### src/shared/incdec_pkg.sv
`default_nettype none
package incdec_pkg;
	localparam int DATA_W   = 8;
	localparam int FADDR_W  = 7;
	localparam int PC_W     = 12;
	localparam int OPC_W    = 14;

	localparam logic [DATA_W-1:0] ACC_RST  = 8'h00;
	localparam logic [PC_W-1:0]   PC_RST   = 12'h000;
	localparam logic [DATA_W-1:0] ONE      = 8'h01;
	localparam logic [DATA_W-1:0] ZERO     = 8'h00;
	localparam logic [PC_W-1:0]   PC_STEP  = 12'h001;

	// opcode field positions
	localparam int OP_HI   = 13;
	localparam int OP6_LO  = 8;
	localparam int OP2_LO  = 12;
	localparam int DST_BIT = 7;
	localparam int LIT_HI  = 7;
	localparam int JMP_HI  = 11;

	// upper six bits of the opcode, upper two for the jump
	localparam logic [5:0] OPC_DEC     = 6'h03;
	localparam logic [5:0] OPC_DECSKIP = 6'h0B;
	localparam logic [5:0] OPC_INC     = 6'h0A;
	localparam logic [5:0] OPC_INCSKIP = 6'h0F;
	localparam logic [5:0] OPC_ORLIT   = 6'h1A;
	localparam logic [5:0] OPC_ORREG   = 6'h04;
	localparam logic [5:0] OPC_COPY    = 6'h08;
	localparam logic [1:0] OPC_JUMP    = 2'h3;

	typedef enum logic [2:0] {
		OP_NONE,
		OP_DEC,
		OP_INC,
		OP_OR,
		OP_COPY
	} alu_op_t;
endpackage
`default_nettype wire

### src/shared/decode_if.sv
`default_nettype none
interface decode_if;
	import incdec_pkg::*;
	logic                valid;
	alu_op_t             op;
	logic                use_lit;
	logic                to_reg;
	logic                skip_zero;
	logic                flag_z;
	logic                jump;
	logic [DATA_W-1:0]   lit;
	logic [PC_W-1:0]     target;
	logic [FADDR_W-1:0]  faddr;
	modport decoder (output valid, op, use_lit, to_reg, skip_zero, flag_z,
		jump, lit, target, faddr);
	modport core (input valid, op, use_lit, to_reg, skip_zero, flag_z,
		jump, lit, target, faddr);
endinterface
`default_nettype wire

### src/hw/opcode_decoder.sv
`default_nettype none
module opcode_decoder
	import incdec_pkg::*;
(
	input  wire logic [OPC_W-1:0] opcode_i,
	decode_if.decoder             dec
);
	logic [5:0] top6;

	// =========================================================
	// field split and opcode match
	always_comb begin
		top6          = opcode_i[OP_HI:OP6_LO];
		dec.valid     = 1'b1;
		dec.op        = OP_NONE;
		dec.use_lit   = 1'b0;
		dec.to_reg    = opcode_i[DST_BIT];
		dec.skip_zero = 1'b0;
		dec.flag_z    = 1'b0;
		dec.jump      = 1'b0;
		dec.lit       = opcode_i[LIT_HI:0];
		dec.target    = opcode_i[JMP_HI:0];
		dec.faddr     = opcode_i[FADDR_W-1:0];
		if (opcode_i[OP_HI:OP2_LO] == OPC_JUMP) begin
			dec.jump   = 1'b1;
			dec.to_reg = 1'b0;
		end else if (top6 == OPC_DEC) begin
			dec.op     = OP_DEC;
			dec.flag_z = 1'b1;
		end else if (top6 == OPC_DECSKIP) begin
			dec.op        = OP_DEC;
			dec.skip_zero = 1'b1;
		end else if (top6 == OPC_INC) begin
			dec.op     = OP_INC;
			dec.flag_z = 1'b1;
		end else if (top6 == OPC_INCSKIP) begin
			dec.op        = OP_INC;
			dec.skip_zero = 1'b1;
		end else if (top6 == OPC_ORLIT) begin
			dec.op      = OP_OR;
			dec.use_lit = 1'b1;
			dec.to_reg  = 1'b0;
			dec.flag_z  = 1'b1;
		end else if (top6 == OPC_ORREG) begin
			dec.op     = OP_OR;
			dec.flag_z = 1'b1;
		end else if (top6 == OPC_COPY && !opcode_i[DST_BIT]) begin
			// zero flag follows the worked example, not the summary line
			dec.op     = OP_COPY;
			dec.flag_z = 1'b1;
		end else begin
			dec.valid  = 1'b0;
			dec.to_reg = 1'b0;
		end
	end
endmodule
`default_nettype wire

### src/hw/incdec_branch_or_execute.sv
`default_nettype none
// Contract
// - Destination bit 0 writes the accumulator, 1 writes the file register.
// - The file operand is a 7-bit address and the destination one bit.
// - Decrement subtracts one, routes by destination, sets zero, one cycle.
// - The zero flag is set when an affecting result is zero, else cleared.
// - Decrement-skip keeps the flags and on zero flushes the next opcode.
// - Jump loads the 12-bit field into the program counter, two cycles.
// - Increment adds one, routes by destination, sets zero, one cycle.
// - Increment-skip keeps the flags and on zero flushes the next opcode.
// - Or-literal ors the 8-bit literal into the accumulator, sets zero.
// - Or-register ors accumulator and file, routes it, sets zero.
// - Copy moves the file register to the accumulator, zero on zero.
module incdec_branch_or_execute
	import incdec_pkg::*;
(
	input  wire logic                         clk_i,
	input  wire logic                         sys_rst_i,
	input  wire logic [incdec_pkg::OPC_W-1:0] opcode_i,
	input  wire logic [incdec_pkg::DATA_W-1:0] freg_rdata_i,
	output logic [incdec_pkg::FADDR_W-1:0]    freg_addr_o,
	output logic                              freg_we_o,
	output logic [incdec_pkg::DATA_W-1:0]     freg_wdata_o,
	output logic [incdec_pkg::DATA_W-1:0]     acc_o,
	output logic                              zero_flag_o,
	output logic [incdec_pkg::PC_W-1:0]       program_counter_o,
	output logic                              flush_o
);
	import incdec_pkg::*;

	decode_if dec ();

	logic [DATA_W-1:0] acc;
	logic              zero_flag;
	logic [PC_W-1:0]   program_counter;
	logic              flushing;
	logic [DATA_W-1:0] wdata;
	logic              we;
	logic [DATA_W-1:0] next_acc;
	logic              next_zero_flag;
	logic [PC_W-1:0]   next_program_counter;
	logic              next_flushing;
	logic [DATA_W-1:0] next_wdata;
	logic              next_we;
	logic [DATA_W-1:0] operand;
	logic [DATA_W-1:0] result;
	logic [DATA_W-1:0] bit_clear;
	logic              result_zero;
	logic              live;
	logic              act;
	logic              take_jump;

	// =========================================================
	// decode
	opcode_decoder u_decoder (
		.opcode_i (opcode_i),
		.dec      (dec)
	);

	// the address goes straight out so the read data is back this cycle
	assign freg_addr_o = dec.faddr;

	// =========================================================
	// slot qualifiers
	// a flushed slot behaves as no_operation; only the program counter steps
	always_comb begin
		live      = !flushing && dec.valid;
		take_jump = !flushing && dec.jump;
		act       = live && (dec.op != OP_NONE);
	end

	// =========================================================
	// arithmetic and logic unit
	// one 8-bit path, so increment and decrement wrap naturally
	always_comb begin
		operand = dec.use_lit ? dec.lit : freg_rdata_i;
		result  = ZERO;
		case (dec.op)
			OP_DEC: begin
				result = freg_rdata_i - ONE;
			end
			OP_INC: begin
				result = freg_rdata_i + ONE;
			end
			OP_OR: begin
				result = acc | operand;
			end
			OP_COPY: begin
				result = freg_rdata_i;
			end
			default: begin
				result = ZERO;
			end
		endcase
	end

	// =========================================================
	// zero detect
	// per-bit clear test, folded by one reduction
	genvar gi;
	generate
		for (gi = 0; gi < DATA_W; gi++) begin : g_zero
			assign bit_clear[gi] = !result[gi];
		end
	endgenerate

	assign result_zero = &bit_clear;

	// =========================================================
	// accumulator
	// destination bit low, or any literal form, lands here
	always_comb begin
		next_acc = acc;
		if (act && !dec.to_reg) begin
			next_acc = result;
		end
	end

	always_ff @(posedge clk_i) begin
		if (sys_rst_i) begin
			acc <= ACC_RST;
		end else begin
			acc <= next_acc;
		end
	end

	// =========================================================
	// zero flag
	// skip forms and jumps leave the flag alone
	always_comb begin
		next_zero_flag = zero_flag;
		if (act && dec.flag_z) begin
			next_zero_flag = result_zero;
		end
	end

	always_ff @(posedge clk_i) begin
		if (sys_rst_i) begin
			zero_flag <= 1'b0;
		end else begin
			zero_flag <= next_zero_flag;
		end
	end

	// =========================================================
	// program counter
	// steps every cycle, flushed slots included, unless a jump lands
	always_comb begin
		next_program_counter = program_counter + PC_STEP;
		if (take_jump) begin
			next_program_counter = dec.target;
		end
	end

	always_ff @(posedge clk_i) begin
		if (sys_rst_i) begin
			program_counter <= PC_RST;
		end else begin
			program_counter <= next_program_counter;
		end
	end

	// =========================================================
	// flush slot
	// the prefetched word is stale after a jump or a taken skip,
	// so exactly one following slot is dropped
	always_comb begin
		next_flushing = 1'b0;
		if (take_jump) begin
			next_flushing = 1'b1;
		end else if (act && dec.skip_zero && result_zero) begin
			next_flushing = 1'b1;
		end
	end

	always_ff @(posedge clk_i) begin
		if (sys_rst_i) begin
			flushing <= 1'b0;
		end else begin
			flushing <= next_flushing;
		end
	end

	// =========================================================
	// file register write-back
	// registered, so the far side must keep the address one cycle
	always_comb begin
		next_we    = 1'b0;
		next_wdata = wdata;
		if (act && dec.to_reg) begin
			next_we    = 1'b1;
			next_wdata = result;
		end
	end

	always_ff @(posedge clk_i) begin
		if (sys_rst_i) begin
			wdata <= ZERO;
			we    <= 1'b0;
		end else begin
			wdata <= next_wdata;
			we    <= next_we;
		end
	end

	// =========================================================
	// outputs
	assign acc_o             = acc;
	assign zero_flag_o       = zero_flag;
	assign program_counter_o = program_counter;
	assign flush_o           = flushing;
	assign freg_we_o         = we;
	assign freg_wdata_o      = wdata;
endmodule
`default_nettype wire

### config.mk
export PLATFORM = sky130hd
export DESIGN_NAME = incdec_branch_or_execute
export DESIGN_NICKNAME = d
export VERILOG_FILES = /design/src/shared/incdec_pkg.sv /design/src/shared/decode_if.sv /design/src/hw/opcode_decoder.sv /design/src/hw/incdec_branch_or_execute.sv
export SDC_FILE = /design/constraint.sdc
export NUM_CORES = 1
export LEC_CHECK = 0
export BUFFER_PORTS_ARGS = -buffer_cell sky130_fd_sc_hd__buf_2
export CORE_ASPECT_RATIO = 1.1
export CORE_UTILIZATION = 35
export DETAILED_ROUTE_END_ITERATION = 7
export MAX_ROUTING_LAYER = met4
export SLEW_MARGIN = 20
export SYNTH_ARGS = -nofsm -noshare
export SYNTH_HDL_FRONTEND = slang
export SYNTH_SLANG_ARGS = --single-unit
### constraint.sdc
create_clock -name clk_i -period 5.3 [get_ports clk_i]
set_input_delay 1.325 -clock clk_i [delete_from_list [all_inputs] [get_ports clk_i]]
set_output_delay 1.325 -clock clk_i [all_outputs]
set_load 0.02 [all_outputs]
**Word level (Yosys, flattened, before mapping)**

Cells that the tools add are included.

- Word-level logic and storage cells: 91
- Input port bits: 24
- Output and inout bits: 38
- Register bits after elaboration: 31

- Mux-type cells: 47
- Reduce and logical (&&, ||, !) cells: 22
- Add/subtract/negate cells: 3
- Bitwise gates (word level): 1
- Equal/unequal tests: 12

Operators with widths:

| cell | count |
|---|---|
| 1-bit two-way mux | 36 |
| 8-bit case mux with 4 select lines | 1 |
| 6-bit by 4-bit == test with 1-bit output, second input constant | 4 |
| 3-bit two-way mux | 8 |
| 12-bit by 1-bit adder with 12-bit output, second input constant | 1 |
| 12-bit two-way mux | 1 |
| 1-bit zero test | 11 |
| 1-bit logical AND | 9 |
| 8-bit by 1-bit adder with 8-bit output, second input constant | 1 |
| 8-bit two-way mux | 1 |
| 8-bit OR | 1 |
| 8-bit AND reduction | 1 |
| 8-bit by 1-bit subtractor with 8-bit output, second input constant | 1 |
| 3-bit by 2-bit == test with 1-bit output, second input constant | 2 |
| 6-bit by 2-bit == test with 1-bit output, second input constant | 1 |
| 6-bit by 3-bit == test with 1-bit output, second input constant | 1 |
| 6-bit by 5-bit == test with 1-bit output, second input constant | 1 |
| 3-bit by 1-bit == test with 1-bit output, second input constant | 1 |
| 3-bit == test, second input constant | 1 |
| 3-bit nonzero test | 1 |
| 2-bit == test, second input constant | 1 |

**Longest topological paths before layout**

Gate-level depths: netlist of the first run.

- Depth after elaboration: 17
- Gate-level depth with buffers: 12
- Gate-level depth less buffers: 11

**Cells and area by module**

From an unflattened synthesis of the first run, not the netlist that was laid out.

- Cells, all modules: 283
- Area, all modules: 2,372.3 µm²

By module, submodules not included:

| module | instances | area an instance (µm²) | sequential area each (µm²) | cells each |
|---|---|---|---|---|
| incdec_branch_or_execute | 1 | 1,938.1 | 620.6 | 223 |
| opcode_decoder | 1 | 434.2 | 0.0 | 60 |

**Least setup slack after synthesis of the first run**

Ideal clock, no wire load.

- Path type: input to register
- Start point: input port opcode_i[13] in the netlist's numbering
- End point: register flushing, in the netlist flush_o
- Setup slack: 1.625 ns
- Setup time: 0.058 ns
- Required time: 5.242 ns
- Arrival: 3.617 ns
- Cell stages on the path: 10
- Buffers on the path: 0
- Cell sequence: nor3b_1 nand3_1 ha_1 nor2b_1 o22ai_1 xnor2_1 a221oi_1 nand3b_1 nor4_2 a31o_2

- Word-level cells in the longest chain between the ends: 17
- Elaborated cells between the ends (all ways): 61
- Those cells by class: eq/ne (12); mux (32); bitwise (1); reduce/logical (16)

RTL lines:

| what | line | RTL |
|---|---|---|
| start, declared | incdec_branch_or_execute.sv:19 | `input wire logic [incdec_pkg::OPC_W-1:0] opcode_i,` |
| 6-bit by 4-bit == test with 1-bit output | opcode_decoder.sv:47 | `end else if (top6 == OPC_COPY && !opcode_i[DST_BIT]) begin` |
| 1-bit logical AND | opcode_decoder.sv:47 |  |
| 3-bit two-way mux | opcode_decoder.sv:47 |  |
| 3-bit two-way mux | opcode_decoder.sv:44 | `end else if (top6 == OPC_ORREG) begin` |
| 3-bit two-way mux | opcode_decoder.sv:39 | `end else if (top6 == OPC_ORLIT) begin` |
| 3-bit two-way mux | opcode_decoder.sv:36 | `end else if (top6 == OPC_INCSKIP) begin` |
| 3-bit two-way mux | opcode_decoder.sv:33 | `end else if (top6 == OPC_INC) begin` |
| 3-bit two-way mux | opcode_decoder.sv:30 | `end else if (top6 == OPC_DECSKIP) begin` |
| 3-bit two-way mux | opcode_decoder.sv:27 | `end else if (top6 == OPC_DEC) begin` |
| 3-bit two-way mux | opcode_decoder.sv:24 | `if (opcode_i[OP_HI:OP2_LO] == OPC_JUMP) begin` |
| 3-bit == test (tied with other cells) | incdec_branch_or_execute.sv:78 | `case (dec.op)` |
| 8-bit case mux with 4 select lines | incdec_branch_or_execute.sv:78 |  |
| 1-bit zero test | incdec_branch_or_execute.sv:103 | `assign bit_clear[gi] = !result[gi];` |
| 8-bit AND reduction | incdec_branch_or_execute.sv:107 | `assign result_zero = &bit_clear;` |
| 1-bit logical AND | incdec_branch_or_execute.sv:171 | `end else if (act && dec.skip_zero && result_zero) begin` |
| 1-bit two-way mux | incdec_branch_or_execute.sv:171 |  |
| 1-bit two-way mux (*) | incdec_branch_or_execute.sv:169 | `if (take_jump) begin` |
| end signal, assigned | incdec_branch_or_execute.sv:180 | `flushing <= next_flushing;` |
| end, declared | incdec_branch_or_execute.sv:36 | `logic flushing;` |

Mark *: on every way between the ends. The rest lies on a longest branch, timed or not.
A chain may end at the register's enable or synchronous reset.

**Worst setup path in the final report of the first run**

Ends and elaborated chain as after synthesis.

==> results of run 1 <==
final cells by class:
type / instances / area, um^2 / share of cell area (%)
Tap cell: 75 / 93.84 / 4.054
Sequential cell: 31 / 620.6 / 26.81
Multi-Input combinational cell: 170 / 1174 / 50.70
Clock inverter: 1 / 5.005 / 0.2162
Clock buffer: 6 / 82.58 / 3.568
Timing Repair Buffer: 62 / 312.8 / 13.51
Inverter: 7 / 26.28 / 1.135
per-stage QoR:
stage	area, um^2	total power (uW)	instances	utilization, %	hold slack (ns)
6_report	2315	562.5	352	42.63	0.4964
5_1_grt	2315	592.5	352	42.63	0.5303
4_1_cts	2315	566.3	352	42.63	0.5003
3_5_place_dp	2227	381.3	345	41.01	0.4814
3_3_place_gp	2227	379.3	345	41.01	0.4767
2_1_floorplan	1982	346.4	229	-	0.5683
power by group:
group | switching [uW] | internal, uW | leakage, uW | total [uW]
clock network | 84.6 | 102 | 0.0000470 | 186
logic | 73.5 | 47.3 | 0.000671 | 121
registers | 10.9 | 245 | 0.000253 | 255
cell families after synthesis:
logic type,count (synthesis)
AOI/OAI and AO/OA,61
xor gates and xnor gates,18
adders and majority gates,9
buffers and inverters,28
DFF,31
muxes,3
and+or+nand+nor,79
critical path, cell delays in order:
cell and delay [ns]:
sky130_fd_sc_hd__buf_2 0.12, sky130_fd_sc_hd__nor3b_1 0.43, sky130_fd_sc_hd__nand3_1 0.36, sky130_fd_sc_hd__ha_1 0.47, sky130_fd_sc_hd__nor2b_1 0.19, sky130_fd_sc_hd__o22ai_1 0.11
sky130_fd_sc_hd__xnor2_1 0.14, sky130_fd_sc_hd__a221oi_1 0.50, sky130_fd_sc_hd__nand3b_1 0.15, sky130_fd_sc_hd__nor4_2 0.20, sky130_fd_sc_hd__a31o_2 0.19
metal layers:
layer  GRT usage [%]  wire length, um  vias to the layer above
met5               -                0                        -
met4           6.538               76                        0
met3           3.226              247                       10
met2           28.62             2434                       62
met1           25.38             2454                      841
li1                -                -                      904
sequential cells by signal (all words and copies together), names as in the netlist:
register           flops
acc_o                  8
flush_o                1
freg_wdata_o           8
freg_we_o              1
program_counter_o     12
zero_flag_o            1
path summary, 6_finish.rpt:
kind | cells past startpoint | end | slack [ns]
worst max register to register | 7 | program_counter_o[10] | 3.59
worst max-delay path | 11 | flush_o | 1.34
worst min register to register | 2 | freg_wdata_o[5] | 0.50
worst min-delay path | 2 | freg_wdata_o[5] | 0.50
cells in the final DEF, fill, tap and decap left out, types with 2 or more instances in the layout:
| cell type | instances |
|---|---|
| sky130_fd_sc_hd__a311oi_1 | 2 |
| sky130_fd_sc_hd__nor3b_1 | 2 |
| sky130_fd_sc_hd__o221a_2 | 2 |
| sky130_fd_sc_hd__nor2_1 | 38 |
| sky130_fd_sc_hd__inv_1 | 7 |
| sky130_fd_sc_hd__nand2_1 | 7 |
| sky130_fd_sc_hd__and2_0 | 2 |
| sky130_fd_sc_hd__xor2_1 | 7 |
| sky130_fd_sc_hd__xnor2_1 | 11 |
| sky130_fd_sc_hd__o22ai_1 | 2 |
| sky130_fd_sc_hd__nor2b_1 | 3 |
| sky130_fd_sc_hd__a21oi_1 | 11 |
| sky130_fd_sc_hd__a31oi_1 | 3 |
| sky130_fd_sc_hd__or2_2 | 3 |
| sky130_fd_sc_hd__mux2i_1 | 3 |
| sky130_fd_sc_hd__and2_1 | 2 |
| sky130_fd_sc_hd__dfxtp_1 | 31 |
| sky130_fd_sc_hd__nor2_2 | 2 |
| sky130_fd_sc_hd__ha_1 | 7 |
| sky130_fd_sc_hd__a221oi_1 | 3 |
| sky130_fd_sc_hd__clkbuf_8 | 6 |
| sky130_fd_sc_hd__and3_1 | 3 |
| sky130_fd_sc_hd__nand3_1 | 8 |
| sky130_fd_sc_hd__o21ai_0 | 2 |
| sky130_fd_sc_hd__buf_2 | 61 |
| sky130_fd_sc_hd__a31o_2 | 2 |
| sky130_fd_sc_hd__o21bai_1 | 2 |
| sky130_fd_sc_hd__a211oi_1 | 19 |
| sky130_fd_sc_hd__a211oi_2 | 4 |
==> Implementation_results.wiki, run 1 <==
{| class="wikitable"
! Metric !! Value
|-
| Status || finished clean
|-
| Worst setup slack after layout || 1.336 ns
|-
| Final number of hold-violating endpoints || 0
|-
| Total nets after synthesis || 261
|-
| Starting density of the core || between 30% and 40%
|-
| Pin count of the biggest net entering global routing || 33
|-
| Total Neg Setup Slack || 0 ns
|-
| Most common flop cell mapped by yosys || sky130_fd_sc_hd__dfxtp_1
|-
| First-pass GRT wire length || between 8 and 9 mm
|-
| Initial antenna violation count || 0
|-
| Total number of nets in the final design || a little over 300
|-
| Yosys top cell area share || a little under a third
|-
| Setup WS pre-CTS || just over 1 ns
|-
| Die span in y || around 81 um
|-
| CTS tree || done
|-
| Largest fanout on the critical path || 7
|-
| Vias per cell || around 5.2
|-
| Global-route congestion overflow total || 0
|-
| Synthesized-area fraction occupied by ao, oa, aoi and oai cells || about a quarter
|-
| Post-synthesis sequential area ratio || a little under a third
|-
| Setup Crit Path Kind || in2reg
|-
| Post-synthesis share of cell area spent on xor and xnor gates || between 7 and 8%
|-
| Setup Buffers After CTS || 0
|-
| Fraction of registers with async set/reset || 0%
|-
| Number of warnings printed during yosys synthesis || 0
|-
| Hold path startpoint || freg_wdata_o[5]
|-
| Count of standard-cell rows || 28
|-
| CTS Root Cell || sky130_fd_sc_hd__clkbuf_8
|-
| Post-Syn Instances || roughly 230
|-
| Data required time of the worst path || between 5 and 6 ns
|-
| Share of post-route cells with drive strength above 1 || 32.49%
|-
| Number of diodes added for antenna fixing || 0
|-
| Pre-antenna DRT Iters || 4
|-
| Share of the clock period used by the worst path || between 70% and 80%
|-
| Basic-gate share of the synthesized area counting and, or, nand and nor cells || roughly a fifth
|-
| Minimum clock period || 3.964 ns
|-
| Leading post-synthesis cells by instance count || 38 x sky130_fd_sc_hd__nor2_1, 31 x sky130_fd_sc_hd__dfxtp_1, 19 x sky130_fd_sc_hd__a211oi_1, 11 x sky130_fd_sc_hd__a21oi_1, 11 x sky130_fd_sc_hd__xnor2_1
|-
| Overall routing resource usage || between 10% and 20%
|-
| Actual slew at the worst max-slew pin || around 0.65 ns
|-
| Leakage power figure || 0.0009706 uW
|-
| IO Pins || 62
|-
| Average instance area after synthesis || about 8.7 um^2
|-
| Cell type with the highest aggregate area in the netlist || sky130_fd_sc_hd__dfxtp_1
|-
| Area enclosed by the die boundary || around 6000 um^2
|-
| Most frequent cell after synthesis || sky130_fd_sc_hd__nor2_1
|-
| Post-Synth Adder-Cell Area || between 5 and 6%
|-
| Number of register bits inferred by synthesis || 31
|-
| Relative max-transition margin || between 50% and 60%
|-
| Htree depth || 2
|-
| Setup repair after global routing missed its margin || false
|-
| Number of global-route vias before repair || ~1600
|-
| Layout area overhead || 16.79%
|-
| Placer's final routability congestion estimate || around 0.85
|-
| PD cells || approximately 240 nW/um^2
|-
| Class of the most critical hold timing path || reg2reg
|-
| Filler Cells Inserted || 582
|-
| Number of remaining DRC errors || 0
|-
| Data arrival time of the worst path || ~4.2 ns
|-
| Post-CTS clock slew at the launch and capture registers of the worst setup and hold paths || roughly 0.06 ns
|-
| Dominant combinational cell family by area after synthesis || compound AO/OA/AOI/OAI gates
|-
| Max Root-Sink Buffers || 2
|-
| Number of enable flip-flop cells after synthesis || 0
|-
| Highest achievable clock rate || between 200 and 300 MHz
|-
| Count of endpoints failing setup in the final report || 0
|-
| Setup clock skew after layout || 0.003240 ns
|-
| Post-synthesis instance area || about 2000 um^2
|-
| Kind of end point of the critical path || flip-flop
|-
| Number of slew-limit violations in the final report || 0
|-
| Die boundary width || ~74 um
|-
| Area inside the core boundary || between 5000 and 6000 um^2
|-
| DPL Wire Length || 4.005 mm
|-
| Total number of vias || ~1800
|-
| Post-detailed-route count of antenna-violating nets || 0
|-
| Final wirelength || around 5.2 mm
|-
| Clock Sinks || 31
|-
| Quantity of hold-fixing buffers added after cts || 0
|-
| Launching element type of the critical path || input pin
|-
| Peak supply drop || between 0.08 and 0.09 mV
|-
| Clock buffers created by TritonCTS || 5
|-
| Post-cts gate resize count || 0
|-
| Startpoint of the lowest-slack register-to-register path || program_counter_o[0]
|-
| Share of cell area taken by muxes after synthesis || around 1.5%
|-
| Top cells by area, synth || sky130_fd_sc_hd__dfxtp_1 31%, sky130_fd_sc_hd__a211oi_1 7.2%, sky130_fd_sc_hd__nor2_1 7.2%
|-
| Start point of the critical path || opcode_i[13]
|-
| Clock latency of the later-clocked register in the worst-skew pair || 0.28 ns
|-
| Routed length per placed instance || 14.81 um
|-
| Synth unique cells || between 50 and 60
|-
| Number of port buffers || 61
|-
| Iter 0 DRT Violations || slightly below 100
|-
| Number of maximum-capacitance violations || 0
|}
(Power assumes the default switching activity.)
==> run 2, diff against run 1 <==
- clock period: 5.3 -> 3.4 ns (I/O delays scaled with it)
==> Implementation_results.wiki, run 2 (same netlist as run 1, synthesis figures left out) <==
{| class="wikitable"
! Metric !! Value
|-
| Leakage power figure || 0.001053 uW (+8.5%)
|-
| IO Pins || 62 (unchanged)
|-
| Number of remaining DRC errors || 0 (unchanged)
|-
| Highest achievable clock rate || 321.8 MHz
|-
| Status || finished clean
|-
| Data required time of the worst path || 3.54 ns (-1.99 ns)
|-
| Clock latency of the later-clocked register in the worst-skew pair || 0.28 ns (about the same)
|-
| First-pass GRT wire length || 8.100 mm (-2.2%)
|-
| Initial antenna violation count || 0 (unchanged)
|-
| Most frequent cells in the layout || 61 x sky130_fd_sc_hd__buf_2, 38 x sky130_fd_sc_hd__nor2_1, 31 x sky130_fd_sc_hd__dfxtp_1
|-
| Final number of hold-violating endpoints || 0 (unchanged)
|-
| Area enclosed by the die boundary || 5968 um^2 (unchanged)
|-
| Number of global-route vias before repair || 1637 (-0.43%)
|-
| Actual slew at the worst max-slew pin || 0.6796 ns (+0.02766 ns)
|-
| Minimum clock period || 3.108 ns
|-
| Setup repair after global routing missed its margin || false
|-
| Largest fanout on the critical path || 6 (-1)
|-
| Hold slack final || 0.4939 ns (-0.002469 ns)
|-
| Total number of nets in the final design || 323 (+4.5%)
|-
| Pre-antenna DRT Iters || 4 (unchanged)
|-
| Psw || 275.3 uW (+63%)
|-
| Htree depth || 2 (unchanged)
|-
| Post-CTS clock slew at the launch and capture registers of the worst setup and hold paths || 0.07 ns (about the same)
|-
| Setup Crit Path Kind || in2reg
|-
| Fin util || 45.18% (+2.6 points)
|-
| Clock buffers created by TritonCTS || 5 (unchanged)
|-
| Clock Sinks || 31 (unchanged)
|-
| CTS tree || done
|-
| Area inside the core boundary || 5430 um^2 (unchanged)
|-
| CTS Root Cell || sky130_fd_sc_hd__clkbuf_8
|-
| Count of endpoints failing setup in the final report || 0 (unchanged)
|-
| Die boundary width || 73.75 um (unchanged)
|-
| Final instance area || 2454 um^2 (+6.0%)
|-
| Post-detailed-route count of antenna-violating nets || 0 (unchanged)
|-
| Routed length per placed instance || 14.05 um (-5.1%)
|-
| Number of maximum-capacitance violations || 0 (unchanged)
|-
| Number of port buffers || 61 (unchanged)
|-
| Starting density of the core || 36.50% (unchanged)
|-
| Maximum cell stage delay along the critical path || 0.35 ns (-0.15 ns)
|-
| Worst reg2reg setup slack || 1.73 ns (-1.86 ns)
|-
| Max Root-Sink Buffers || 2 (unchanged)
|-
| Startpoint of the lowest-slack register-to-register path || program_counter_o[2]
|-
| Sum of buffers and inverters on the critical path || 2 (+1)
|-
| Share of post-route cells with drive strength above 1 || 36.30% (+3.8 points)
|-
| Final wirelength || 5.157 mm (-1.1%)
|-
| Crit-path slowest cell || sky130_fd_sc_hd__ha_1
|-
| Class of the most critical hold timing path || reg2reg
|-
| Number of flip-flops under the largest register name || 12 (unchanged)
|-
| Internal power component || 699.5 uW (+78%)
|-
| Clock Power Share || 39.0% (+5.9 points)
|-
| Final standard cell count with taps included and fillers excluded || 367 (+4.3%)
|-
| Crit Reg-Reg Endpoint || program_counter_o[11]
|-
| Worst Reg2Reg Path Length in Cells || 7 (unchanged)
|-
| Pin count of the biggest net entering global routing || 33 (unchanged)
|-
| Layout area overhead || 23.80%
|-
| Die span in y || 80.93 um (unchanged)
|-
| Sequential share of power || 40.8% (-4.6 points)
|-
| Global-route congestion overflow total || 0 (unchanged)
|-
| DPL Wire Length || 3.905 mm (-2.5%)
|-
| Share of the clock period used by the worst path || between 90 and 100%
|-
| Relative max-transition margin || 54.70% (-1.8 points)
|-
| Family with the most delay on the worst path || compound AO/OA/AOI/OAI gates
|-
| Overall routing resource usage || 18.19% (-0.73 points)
|-
| Dpl cells || 359 (+4.1%)
|-
| Post-cts gate resize count || 0 (unchanged)
|-
| Number of diodes added for antenna fixing || 0 (unchanged)
|-
| Setup clock skew after layout || 0.005016 ns (+0.001776 ns)
|-
| Number of slew-limit violations in the final report || 0 (unchanged)
|-
| PD cells || 397.3 nW/um^2 (+63%)
|-
| Cells on Worst Hold Path || 2 (unchanged)
|-
| Setup WS pre-CTS || -0.1056 ns (-1.123 ns)
|-
| Launching element type of the critical path || input pin
|-
| Kind of end point of the critical path || flip-flop
|-
| Placer's final routability congestion estimate || 0.8929 (+4.5%)
|-
| Placed Area || 2332 um^2 (+4.7%)
|-
| Peak supply drop || 0.2259 mV (+180%)
|-
| Iter 0 DRT Violations || 83 (-14%)
|-
| Fraction of power consumed by combinational cells || 20.3% (-1.2 points)
|-
| Sw frac || 28.25% (-1.8 points)
|-
| Vias per cell || 5.082 (-1.6%)
|-
| Total number of vias || 1865 (+2.6%)
|-
| Most common library cell in the layout ignoring fill and taps || sky130_fd_sc_hd__buf_2
|-
| Hold path startpoint || freg_wdata_o[3]
|-
| Quantity of hold-fixing buffers added after cts || 0 (unchanged)
|-
| Critical Path, Cell by Cell || buf_2, nor3b_1, buf_4, nand3_1, ha_1, a21oi_1, o22ai_1, o41ai_1, xnor2_1, a21o_2, a21oi_2, a311oi_1
|-
| Endpoint of the worst hold-timing path || freg_wdata_o[3]
|-
| Data arrival time of the worst path || 3.25 ns (-0.94 ns)
|-
| Worst setup slack after layout || 0.2922 ns (-1.044 ns)
|-
| Setup Buffers After CTS || 0 (unchanged)
|-
| Count of standard-cell rows || 28 (unchanged)
|}
-- run 2: cell types whose count changed in the layout (fill, tap and decap cells not counted) --
cell / previous run / this run
sky130_fd_sc_hd__buf_4: 1 / 15
sky130_fd_sc_hd__bufinv_16: 0 / 1
sky130_fd_sc_hd__a21oi_1: 11 / 10
sky130_fd_sc_hd__a21oi_2: 1 / 2
-- run 2: layout make-up --
type / count / area (um^2)
fillers: 565 / 2977
multi-input cells: 170 / 1177
flip-flops and latches: 31 / 620.6
repair buffers: 76 / 417.9
well taps: 75 / 93.84
clock buffers: 6 / 82.58
clock inverters: 2 / 35.03
inverters: 7 / 26.28
-- run 2: how the worst max path moves through the flow --
stage                            start              end  cells past startpoint
after floorplan           opcode_i[13]          flush_o                     10
after global placement    opcode_i[13]  freg_wdata_o[7]                     12
after detailed placement  opcode_i[13]         acc_o[7]                     12
after CTS                 opcode_i[13]  freg_wdata_o[7]                     12
after global routing      opcode_i[13]          flush_o                     12
final                     opcode_i[13]         acc_o[7]                     12
-- run 2: power groups by stage --
stage	combinational [uW]	clock (uW)	sequential [uW]
2_1_floorplan	115	0	425
3_3_place_gp	194	0	406
3_5_place_dp	196	0	406
4_1_cts	197	384	398
5_1_grt	216	400	400
6_report	198	380	398
-- run 2: layer usage --
metal / routed length, um / GRT usage (%) / up-vias / share of wire [%]
li1: - / - / 944 / -
met3: 265 / 3.102 / 6 / 5.1
met1: 2484 / 24.96 / 847 / 48
met4: 66 / 5.577 / 0 / 1.3
met5: 0 / - / - / 0
met2: 2340 / 27.16 / 68 / 45
-- run 2: stage by stage --
stage | setup TNS, ns | total power (uW)
after global placement | -0.1891 | 600.4
after global routing | 0 | 1016
after CTS | 0 | 979.3
after floorplan | 0 | 540.1
after detailed placement | -0.3461 | 602.3
final | 0 | 974.8
-- run 2: worst register-to-register path, stage by stage (launching register included) --
cell and delay, ns:
sky130_fd_sc_hd__dfxtp_1 0.40, sky130_fd_sc_hd__nand3_1 0.13, sky130_fd_sc_hd__nor2_1 0.18, sky130_fd_sc_hd__and3_1 0.21, sky130_fd_sc_hd__and3_1 0.21, sky130_fd_sc_hd__nand3_1 0.10
sky130_fd_sc_hd__xor2_1 0.15, sky130_fd_sc_hd__a211oi_1 0.21
